## config.mk

```make
export PLATFORM = sky130hd
export DESIGN_NAME = strap_sync
export DESIGN_NICKNAME = d
export VERILOG_FILES = /design/src/hdl/strap_sync.sv
export SDC_FILE = /design/constraint.sdc
export NUM_CORES = 1
export LEC_CHECK = 0
export BUFFER_PORTS_ARGS = -buffer_cell sky130_fd_sc_hd__buf_4
export CORE_AREA = 2 2 39 41
export CTS_BUF_LIST = sky130_fd_sc_hd__clkbuf_8
export DETAILED_ROUTE_END_ITERATION = 12
export DIE_AREA = 0 0 41 43
export PLACE_DENSITY_LB_ADDON = 0.2
export SLEW_MARGIN = 25
export SYNTH_ARGS = -nofsm -noshare
export SYNTH_HDL_FRONTEND = slang
export SYNTH_SLANG_ARGS = --single-unit
```

## constraint.sdc

```tcl
create_clock -name clk -period 0.8 [get_ports clk]
set_input_delay 0.08 -clock clk [delete_from_list [all_inputs] [get_ports clk]]
set_output_delay 0.08 -clock clk [all_outputs]
set_load 0.02 [all_outputs]
```

## src/hdl/strap_sync.sv

```systemverilog
`timescale 1ns/100ps
// Plain synchroniser without reset so it keeps tracking the pins while reset is held
module strap_sync #(
    parameter int WIDTH = 8,
    parameter int STAGES = 2
) (
    input wire logic clk,               // System clock
    input wire logic [WIDTH-1:0] d,     // Asynchronous levels
    output logic [WIDTH-1:0] q          // Synchronised levels
);

    logic [WIDTH-1:0] stage_q [STAGES];

    // Only the last stage is read outside; first stage feeds the next one alone
    always_ff @(posedge clk) begin
        stage_q[0] <= d;
        for (int i = 1; i < STAGES; i++) begin
            stage_q[i] <= stage_q[i-1];
        end
    end

    assign q = stage_q[STAGES-1];

endmodule

```

==> metrics list, run 1 <==
* Cell area reported after detailed placement: around 460 sq um
* Post-detailed-route DRC marker count: 0
- Largest net degree at the start of global routing: 10
* Library cells used by synthesis: 2
* Cell area after layout: 596 sq um
- Setup violations remaining at the end of the flow were counted as 0.
* Final Skew: 0.00155 ns
* DRC marker count from the first detailed-route iteration: 0
- Leakage dissipation: 0.274 nW
- Maximum net fanout on the critical path: 1
* Fraction of synthesized cell area taken by the top area cell type: 0.842
* Total number of H-tree levels: 1
- Stages on the worst setup path: 1
* Filler instances: 127
- Antenna Diode Count: 0
- Period utilization: 0.958
* Share of the yosys chip area belonging to registers: 0.842
* Warnings, synthesis: 0
- Transition time at the pin with the least slew margin: 0.0618 ns
* Die Span X: 41 um
- Ratio of cells with drive above 1 in the final layout: 0.455
* Number of gates resized after cts: 0
- Setup TNS Final: 0 ns
* Final routed wire length divided by cell count: 8.22 um
- Register ranked first by flip-flop count: stage_q
- Inserted Clock Buffers: 3
- Fraction of power consumed by sequential logic: 0.517
- Leaving out fill and tap cells, the most frequent cells in the layout are 16 x sky130_fd_sc_hd__buf_4, 16 x sky130_fd_sc_hd__dfxtp_1, 8 x sky130_fd_sc_hd__dlygate4sd3_1.
* Routability congestion estimate: 0.552
- The number of global-route vias before repair was roughly 200.
- Dividing total power by cell area gives a power density of 2760 mW/mm^2.
- Across the whole layout, storage elements account for 320 sq um.
- The path with the worst hold slack has its endpoint at stage_q[0][13]$_DFF_P_.
* RSZ-0062 raised after global routing: false
- Of the total synthesized cell area, the portion taken by AND, OR, NAND and NOR gates is 0.
* Biggest area contributors in the synthesized netlist: sky130_fd_sc_hd__dfxtp_1 84%, sky130_fd_sc_hd__buf_4 16%
- CTS tree: done
- Area growth syn-to-layout: 56.6%
- Worst min path class: register to register
- Cts hold-fix bufs: 8
- After synthesis the netlist holds a flip-flop and latch count of 16.
- Adder-cell share of the synthesized area: 0
- Routed vias: 201
- Result of the run: completed
- Critical hold path startpoint: stage_q[0][5]$_DFF_P_
- Compound-Gate Fraction of Synth Area: 0
- The tree built by TritonCTS fans out to 16 sinks.
* Area share of xor/xnor cells in the synthesized design: 0
- The number of setup buffers added after CTS is 0.
- Final Max Slew Viols: 0
- Min Tclk post-route: about 0.77 ns
- Worst skew pair latency: ~0.24 ns
- Cell type contributing the most total cell area after synthesis: sky130_fd_sc_hd__dfxtp_1
- Ports placed on the boundary: 17
* Internal: 0.00135 W
* Combinational family with the most area after synthesis: buffers and inverters
- Total wire length: 493 um
* Combinational group share of total power: 0.072
- Worst VDD drop: just over 0.9 mV
- Wire length of the first global-routing pass: just under 800 um
* Reported max-cap violation count: 0
* Port buffer count: 16
* Register-to-register path setup slack: 0.40 ns
* Core ar.: between 0.001 and 0.0015 sq mm
- STA classifies the critical path endpoint as an output port.
- The register with the most flip-flops in the layout has 16 of them.
- Total gr overflow: 0
- Number of antenna violations at the first check in global routing: 0
- Arrival time of the worst setup path: 0.69 ns
- List of cells traversed by the critical path: buf_4
- For this run, the detailed router's first-pass iteration total came to 1.
- Clk buf depth: 2
- Antenna violation net count after detailed routing: 0
- Largest regs: stage_q (16)
- Clock group share of total power: 0.411
- Clock-pin slew was measured on the worst setup and hold paths at 0.06 ns.
- Switching power summed over all nets: 0.000294 W
- Startpoint-to-endpoint class of the critical path: register to output port
- Count of standard-cell rows: 14
* Total Routing Usage GR: 0.0804
* Number of stages on the worst hold path: 0
- Bufs and invs on worst path: 1
- Startpoint Class: register
- Overall power of the completed layout: 0.00164 W
- Reg-to-reg startpoint: stage_q[0][0]$_DFF_P_
- Maximum single-stage delay on the critical path: 0.30 ns
- Counting every net in the synthesized netlist gives 33.
- Required time of the critical path: 0.72 ns
- The cell sitting at the root of the clock tree is a sky130_fd_sc_hd__clkbuf_8.
* DIE HEIGHT: approximately 43 um
- The final layout contains 54 nets.
- Effective utilization at floorplan: 0.275
- Worst slew margin: 0.959
- Cell family contributing the most delay on the critical path: flip-flops
- Share of cell area taken by muxes after synthesis: 0
- Of the total power, the share spent switching nets is 0.179.
- The mapped netlist covers 380 sq um.
- Summing all multi-input logic gate instances after layout gives 0 sq um.
- Critical-path top delay cell: sky130_fd_sc_hd__dfxtp_1
* Synthesized area divided by synthesized cell count: 15.8 sq um
- The number of failing hold endpoints at the final stage is 0.
- Worst reg2reg path endpoint: stage_q[0][8]$_DFF_P_
- For this run, the top clock speed supported by timing is 1300 MHz.
* Number of cells on the worst reg-to-reg path: 0
* Die outline area: 0.00176 sq mm
* Mapped Cells: 24
- In the routed layout, each cell is associated on average with a via count of ~3.4.
- Multi-input combinational cell count: 0
cell families (layout without fill, tap and decap cells):
kind of cell	after synthesis	count (layout)
buffers and inverters	8	28
DFF	16	16
final cells by class:
type                  instances  area share
Sequential cell              16       0.538
Timing Repair Buffer         24       0.336
Clock buffer                  4      0.0924
Tap cell                     16      0.0336
worst max path at each step:
stage / start / to / slack (ns)
after floorplan: stage_q[0][8]$_DFF_P_ / q[0] / 0.30
after global placement: stage_q[0][13]$_DFF_P_ / q[5] / 0.30
after detailed placement: stage_q[0][8]$_DFF_P_ / q[0] / 0.29
after CTS: stage_q[0][15]$_DFF_P_ / q[7] / 0.02
after global routing: stage_q[0][15]$_DFF_P_ / q[7] / 0.002
final: stage_q[0][15]$_DFF_P_ / q[7] / 0.03
cells in the mapped netlist, drive strengths merged:
cell   instances
buf            8
dfxtp         16
power by group through the flow:
stage | Combinational (W) | Clock, W | Sequential [W]
floorplan | 0.0000580 | 0 | 0.000864
CTS | 0.000120 | 0.000695 | 0.000850
global placement | 0.0000878 | 0 | 0.000865
global route | 0.000126 | 0.000730 | 0.000853
detailed placement | 0.0000892 | 0 | 0.000867
finish | 0.000119 | 0.000676 | 0.000850
per-layer routing:
metal  track usage  vias to the layer above  wire length [um]
met5             0                        -                 0
met4         0.140                        0                22
met3        0.0314                        2                36
met2        0.0938                        8               266
met1        0.0741                       88               167
li1              -                      103                 -
through the flow:
step	utilization	setup WS [ns]	cells	hold WS (ns)
6_report	0.430	0.0334	60	0.326
5_1_grt	0.430	0.00192	60	0.330
4_1_cts	0.430	0.0171	60	0.327
3_5_place_dp	0.333	0.293	48	0.186
3_3_place_gp	0.333	0.300	48	0.184
2_1_floorplan	-	0.304	24	0.108
Power figures use the tool's default switching activity.
==> inputs of run 2 (changes only) <==
Settings changed: BUFFER_PORTS_ARGS -buffer_cell sky130_fd_sc_hd__buf_4 to -buffer_cell sky130_fd_sc_hd__clkbuf_2.
==> run 2 against run 1 <==
Register-to-register slack hardly changed. Clock skew shrank 0.00079 ns. Combinational power is 12% lower. Power shrank 0.81%. Largest cell class unchanged. Core utilization down 1.8 points. Largest power group unchanged. Via count shrank 2.0%. Routed wire length shrank 5.1%.
==> metrics list, run 2 (synthesis gave the netlist of run 1 again) <==
* Die Span X: 41 um
- Leakage dissipation: 0.267 nW
* Total number of H-tree levels: 1
- Result of the run: completed
- In the final layout, the multi-input gates occupy 0 sq um.
- After detailed routing, the number of remaining DRC violations is 0.
- Antenna violation net count after detailed routing: 0
* Final Max Slew Viols: 0
* Antenna Diode Count: 0
- Worst skew pair latency: 0.24 ns
* Cell family contributing the most delay on the critical path: flip-flops
* Number of sinks driven by the clock tree: 16
* Arrival time of the worst setup path: 0.69 ns
- For this run, global-route usage on met1 was measured as 0.0700.
- In the final layout, the share of cells above drive strength 1 is 0.455.
- In this run the deepest clock path goes through 2 buffers.
* Maximum single-stage delay on the critical path: 0.30 ns
* Effective utilization at floorplan: 0.275
- Most frequent cells in the layout: 16 x sky130_fd_sc_hd__dfxtp_1, 8 x sky130_fd_sc_hd__dlygate4sd3_1, 8 x sky130_fd_sc_hd__clkbuf_2
* Flip-flop and latch area: between 300 and 400 sq um
- Together, buffers and inverters on the worst path number 1.
- Via-per-instance ratio: 3.28
- Measured in cells, the most critical reg-to-reg path has a length of 0.
- Worst slew margin: 0.929
- Nature of the critical path endpoint: output port
* Number of flip-flops under the largest register name: 16
- The first TritonRoute pass finished after 2 iterations.
- The layout contains a multi-input combinational cell count of 0.
* DIE HEIGHT: 43 um
- Setup repair after global routing left no endpoint under its margin.
- Clock-pin slew was measured on the worst setup and hold paths at around 0.060 ns.
- The number of global-route vias before repair was 191.
* Number of buffers inserted by post-CTS setup repair: 0
- In this run, placement finished with an instance count of between 40 and 50.
* Count of standard-cell rows: 14
- Wire length of the first global-routing pass: 765 um
* Worst reg2reg path endpoint: stage_q[0][11]$_DFF_P_
- Register ranked first by flip-flop count: stage_q
* Register-to-register path setup slack: 0.39 ns
* Core ar.: 0.00138 sq mm
- Maximum frequency from static timing analysis: 1300 MHz
- Setup-failing EPs final: 0
- The initial antenna violation count is 0.
- The tree is rooted in a sky130_fd_sc_hd__clkbuf_8.
- Reg-to-reg startpoint: stage_q[0][3]$_DFF_P_
- Area growth syn-to-layout: 50.0%
- 17 I/O pins were placed.
* Final count of hold timing violations: 0
- Startpoint Class: register
* DRC marker count from the first detailed-route iteration: 1
* Setup TNS Final: 0 ns
- Number of non-filler instances in the completed layout: 60
- Entering global routing, the biggest net connects 10 pins.
- At the pin with the least slew margin, the transition time is 0.108 ns.
- The global routing stage identified its most utilized layer as met4.
- For met3 alone, demand over resource in global routing was 0.0471.
- Maximum net fanout on the critical path: 1
- Startpoint-to-endpoint class of the critical path: register to output port
- At the end of routability-driven placement, the weighted congestion stood at 0.554.
* Worst min path class: register to register
- For this run the aggregate overflow at the end of global routing stands at 0.
* Count of nets after finishing: 54
- Dividing total power by cell area gives a power density of 2860 mW/mm^2.
* Port buffer count: 16
- The filler cells instantiated in the layout total 134.
- Final Skew: 0.000755 ns
* WHS Endpoint: stage_q[0][9]$_DFF_P_
- Total Routing Usage GR: 0.0782
- IR analysis of the VDD net gives a maximum drop of 0.854 mV.
* Min Tclk post-route: 0.769 ns
- Final routed wire length divided by cell count: a little under 8 um
- For this run, global-route usage on met2 was measured as 0.0906.
* Reported max-cap violation count: 0
- The final layout contains routed wiring with a total length of 468 um.
- The library cell used most frequently in the layout, excluding fill and tap cells, is sky130_fd_sc_hd__dfxtp_1.
- The worst hold path begins at stage_q[0][1]$_DFF_P_.
- Counting the buffers created by CTS gives 3.
- In the final layout, the registers with the most flip-flops are stage_q (16).
- Walking the worst path, the cells encountered are buf_2.
- The worst hold path was traced through 0 stages.
- Of the available clock period, the critical path in the final layout requires 0.961.
* Critical-path top delay cell: sky130_fd_sc_hd__dfxtp_1
* Routed vias: around 200
* Die outline area: 0.00176 sq mm
- TritonCTS built the clock tree.
- Required time of the critical path: 0.72 ns
[run 2: cell count changes in the layout (fill, tap and decap cells not counted), sizes merged]
cell,before,now
buf,16,8
clkbuf,4,12
[run 2: per-layer routing]
layer  routed length [um]  share of wire  vias to the layer above
li1                     -              -                      103
met1                  178           0.38                       84
met2                  240           0.51                        8
met3                   34          0.073                        2
met4                   15          0.032                        0
met5                    0              0                        -
[run 2: how the worst max path moves through the flow]
stage / start / endpoint / slack (ns) / depth (start not counted)
6_report: stage_q[0][9]$_DFF_P_ / q[1] / 0.03 / 1
5_1_grt: stage_q[0][10]$_DFF_P_ / q[2] / 0.001 / 1
4_1_cts: stage_q[0][13]$_DFF_P_ / q[5] / 0.005 / 1
3_5_place_dp: stage_q[0][13]$_DFF_P_ / q[5] / 0.27 / 1
3_3_place_gp: stage_q[0][9]$_DFF_P_ / q[1] / 0.28 / 1
2_1_floorplan: stage_q[0][8]$_DFF_P_ / q[0] / 0.30 / 1
[run 2: through the flow]
step	setup slack (ns)	util	power (W)	cell area [sq um]	hold slack (ns)
floorplan	0.304	-	0.000922	380	0.108
global placement	0.276	0.304	0.000930	420	0.182
detailed placement	0.270	0.304	0.000934	420	0.185
CTS	0.00460	0.401	0.00164	556	0.326
global route	0.00123	0.412	0.00169	571	0.328
finish	0.0312	0.412	0.00163	571	0.325
[run 2: report_power, final]
part	total (W)	internal (W)	switching, W
logic	0.000105	0.0000614	0.0000433
registers	0.000849	0.000840	0.00000887
clock network	0.000678	0.000435	0.000243
[run 2: timing repair]
action | 4_1_cts | 5_1_grt
endpoints found under the hold margin | 8 | 0
setup endpoints to repair | 0 | 8
gates resized for setup | 0 | 14
hold buffers | 8 | 0
[run 2: cell type report]
class / count / area share
flip-flops and latches: 16 / 0.561
repair buffers: 24 / 0.307
clock buffers: 4 / 0.0965
well taps: 16 / 0.0351
==> inputs of run 3 (changes only) <==
Settings changed: REMOVE_ABC_BUFFERS set to 1.
==> run 3 against run 2 <==
Hold slack lost 0.00056 ns. Clock skew grew 0.0019 ns. Clock-buffer cell count shrank 1. Combinational power shrank 5%. First-iteration DRC count shrank 100%. Die area is the same. Critical path depth is the same. Via count grew 0.51%. Sequential power is essentially flat. Largest power group unchanged.
==> metrics list, run 3 (synthesis gave the netlist of run 1 again) <==
* Worst VDD drop: 1.31 mV
- DRC marker count from the first detailed-route iteration: 0
- Largest regs: stage_q (16)
- The number of antenna diodes in the final layout is 0.
- Count of nets after finishing: 54
- Setup TNS Final: 0 ns
- Number of sinks driven by the clock tree: 16
- Once the clock tree was built, the setup fixing pass inserted 0 buffers.
- Clock tree synthesis selected as its root buffer the cell sky130_fd_sc_hd__clkbuf_8.
- Setup-failing EPs final: 0
- CTS tree: done
- Data arrives at the worst endpoint at 0.70 ns.
* Transition time at the pin with the least slew margin: 0.122 ns
- Reg-to-reg startpoint: stage_q[0][4]$_DFF_P_
- STA puts the critical path data required time at 0.72 ns.
- Maximum net fanout on the critical path: 1
* Ratio of cells with drive above 1 in the final layout: 0.442
* Final standard cell utilization of the core: 0.399
- Via-per-instance ratio: 3.36
* Worst slew margin: 0.919
* Min Tclk post-route: about 0.78 ns
* Number of antenna violations at the first check in global routing: 0
- WHS Endpoint: stage_q[0][8]$_DFF_P_
* Worst reg2reg path endpoint: stage_q[0][12]$_DFF_P_
- Die outline area: 0.00176 sq mm
* Maximum frequency from static timing analysis: ~1300 MHz
- Result of the run: completed
- In this run the most critical hold path is launched from stage_q[0][0]$_DFF_P_.
* List of cells traversed by the critical path: clkbuf_2
- Nature of the critical path endpoint: output port
- The core region is 0.00138 sq mm.
- Clock-pin slew was measured on the worst setup and hold paths at about 0.06 ns.
- For this run, the slowest stage of the critical path takes 0.30 ns.
* Total gr overflow: 0
- Worst min path class: register to register
* Stages on the worst setup path: 1
* Overall power of the completed layout: 0.00150 W
* Number of stages on the worst hold path: 0
* Total wire length: just over 400 um
- The number of pins exceeding their max-slew limit in the final report is 0.
* Register-to-register path setup slack: 0.40 ns
- The die is 41 um wide.
* Inserted Clock Buffers: 3
- The clock arrives with 0.00267 ns of skew.
- Commonest non-fill, non-tap cell in the layout: sky130_fd_sc_hd__dfxtp_1
* Final count of hold timing violations: 0
- Post-detailed-route DRC marker count: 0
- Bufs and invs on worst path: 1
- The first global-routing pass estimated 593 um of wire.
- The register with the most flip-flops in the layout has 16 of them.
- Dividing total power by cell area gives a power density of 2720 mW/mm^2.
* Area used by multi-input combinational logic: 0 sq um
- Count of standard-cell rows: 14
- Total Routing Usage GR: 0.0579
* Startpoint-to-endpoint class of the critical path: register to output port
* Register ranked first by flip-flop count: stage_q
- Area growth syn-to-layout: 45.1%
* Total number of H-tree levels: 1
- The routed layout has between 150 and 200 vias.
- After detailed routing, the average wire length per cell comes to around 7 um.
- The clock reaches the later pin of the worst-skew pair after roughly 0.24 ns.
- Entering global routing, the biggest net connects 9 pins.
* Clk buf depth: 2
- For this run, the detailed router's first-pass iteration total came to 1.
- Reported max-cap violation count: 0
* Via count of the first global-routing pass: between 150 and 200
- DIE HEIGHT: 43 um
* Most frequent cells in the layout: 16 x sky130_fd_sc_hd__dfxtp_1, 10 x sky130_fd_sc_hd__clkbuf_2, 8 x sky130_fd_sc_hd__dlygate4sd3_1
- Critical-path top delay cell: sky130_fd_sc_hd__dfxtp_1
* Port buffer count: 16
* Period utilization: 0.970
- In this run the count of I/O pins placed on the die edge is 17.
* Antenna violation net count after detailed routing: 0
- Counting cells, the worst reg-to-reg path comes to 0.
* Multi-input combinational cell count: 0
* RSZ-0062 raised after global routing: false
- At the end of routability-driven placement, the weighted congestion stood at between 0.4 and 0.5.
- The worst setup path is launched from a register.
- The analysis attributes to cell leakage a power of 0.259 nW.
- The kind of cell with the highest combined delay along the critical path is flip-flops.
- The initial utilization of the core area, before any placement, comes to 0.275.
[run 3: changes by cell type in the layout (fill, tap and decap cells not counted), sizes merged]
cell and delta:
buf -2, clkbuf +1
[run 3: layout make-up]
class                 count  area, sq um
Clock buffer              3         41.3
Sequential cell          16          320
Timing Repair Buffer     24          170
Tap cell                 16         20.0
Fill cell               138          832
[run 3: power by group]
group          internal, W  total, W  switching, W
Sequential        0.000841  0.000849    0.00000883
Combinational    0.0000583  0.000100     0.0000422
Clock             0.000332  0.000553      0.000221
[run 3: through the flow]
step | std cells | setup slack [ns] | instance area (sq um) | hold WS (ns)
6_report | 59 | 0.0237 | 552 | 0.325
4_1_cts | 59 | 0.00253 | 542 | 0.325
5_1_grt | 59 | 0.000441 | 552 | 0.330
3_5_place_dp | 48 | 0.265 | 420 | 0.184
3_3_place_gp | 48 | 0.274 | 420 | 0.184
2_1_floorplan | 16 | 0.325 | 320 | 0.108
[run 3: repair_timing]
action / 4_1_cts / 5_1_grt
resized for setup: 0 / 10
endpoints found under the hold margin: 8 / 0
hold buffers: 8 / 0
endpoints found under the setup margin: 0 / 6
[run 3: worst max-delay path by stage]
| stage | from | slack (ns) | to |
|---|---|---|---|
| 6_report | stage_q[0][9]$_DFF_P_ | 0.02 | q[1] |
| 4_1_cts | stage_q[0][14]$_DFF_P_ | 0.003 | q[6] |
| 5_1_grt | stage_q[0][11]$_DFF_P_ | 0.0004 | q[3] |
| 3_3_place_gp | stage_q[0][12]$_DFF_P_ | 0.27 | q[4] |
| 3_5_place_dp | stage_q[0][14]$_DFF_P_ | 0.26 | q[6] |
| 2_1_floorplan | stage_q[0][8]$_DFF_P_ | 0.32 | q[0] |
[run 3: metal layers]
layer	vias to the layer above	track usage	share of wire
met5	-	0	0
met4	0	0.0800	0
li1	102	-	-
met2	10	0.0781	0.50
met1	86	0.0467	0.39
met3	0	0.0314	0.11
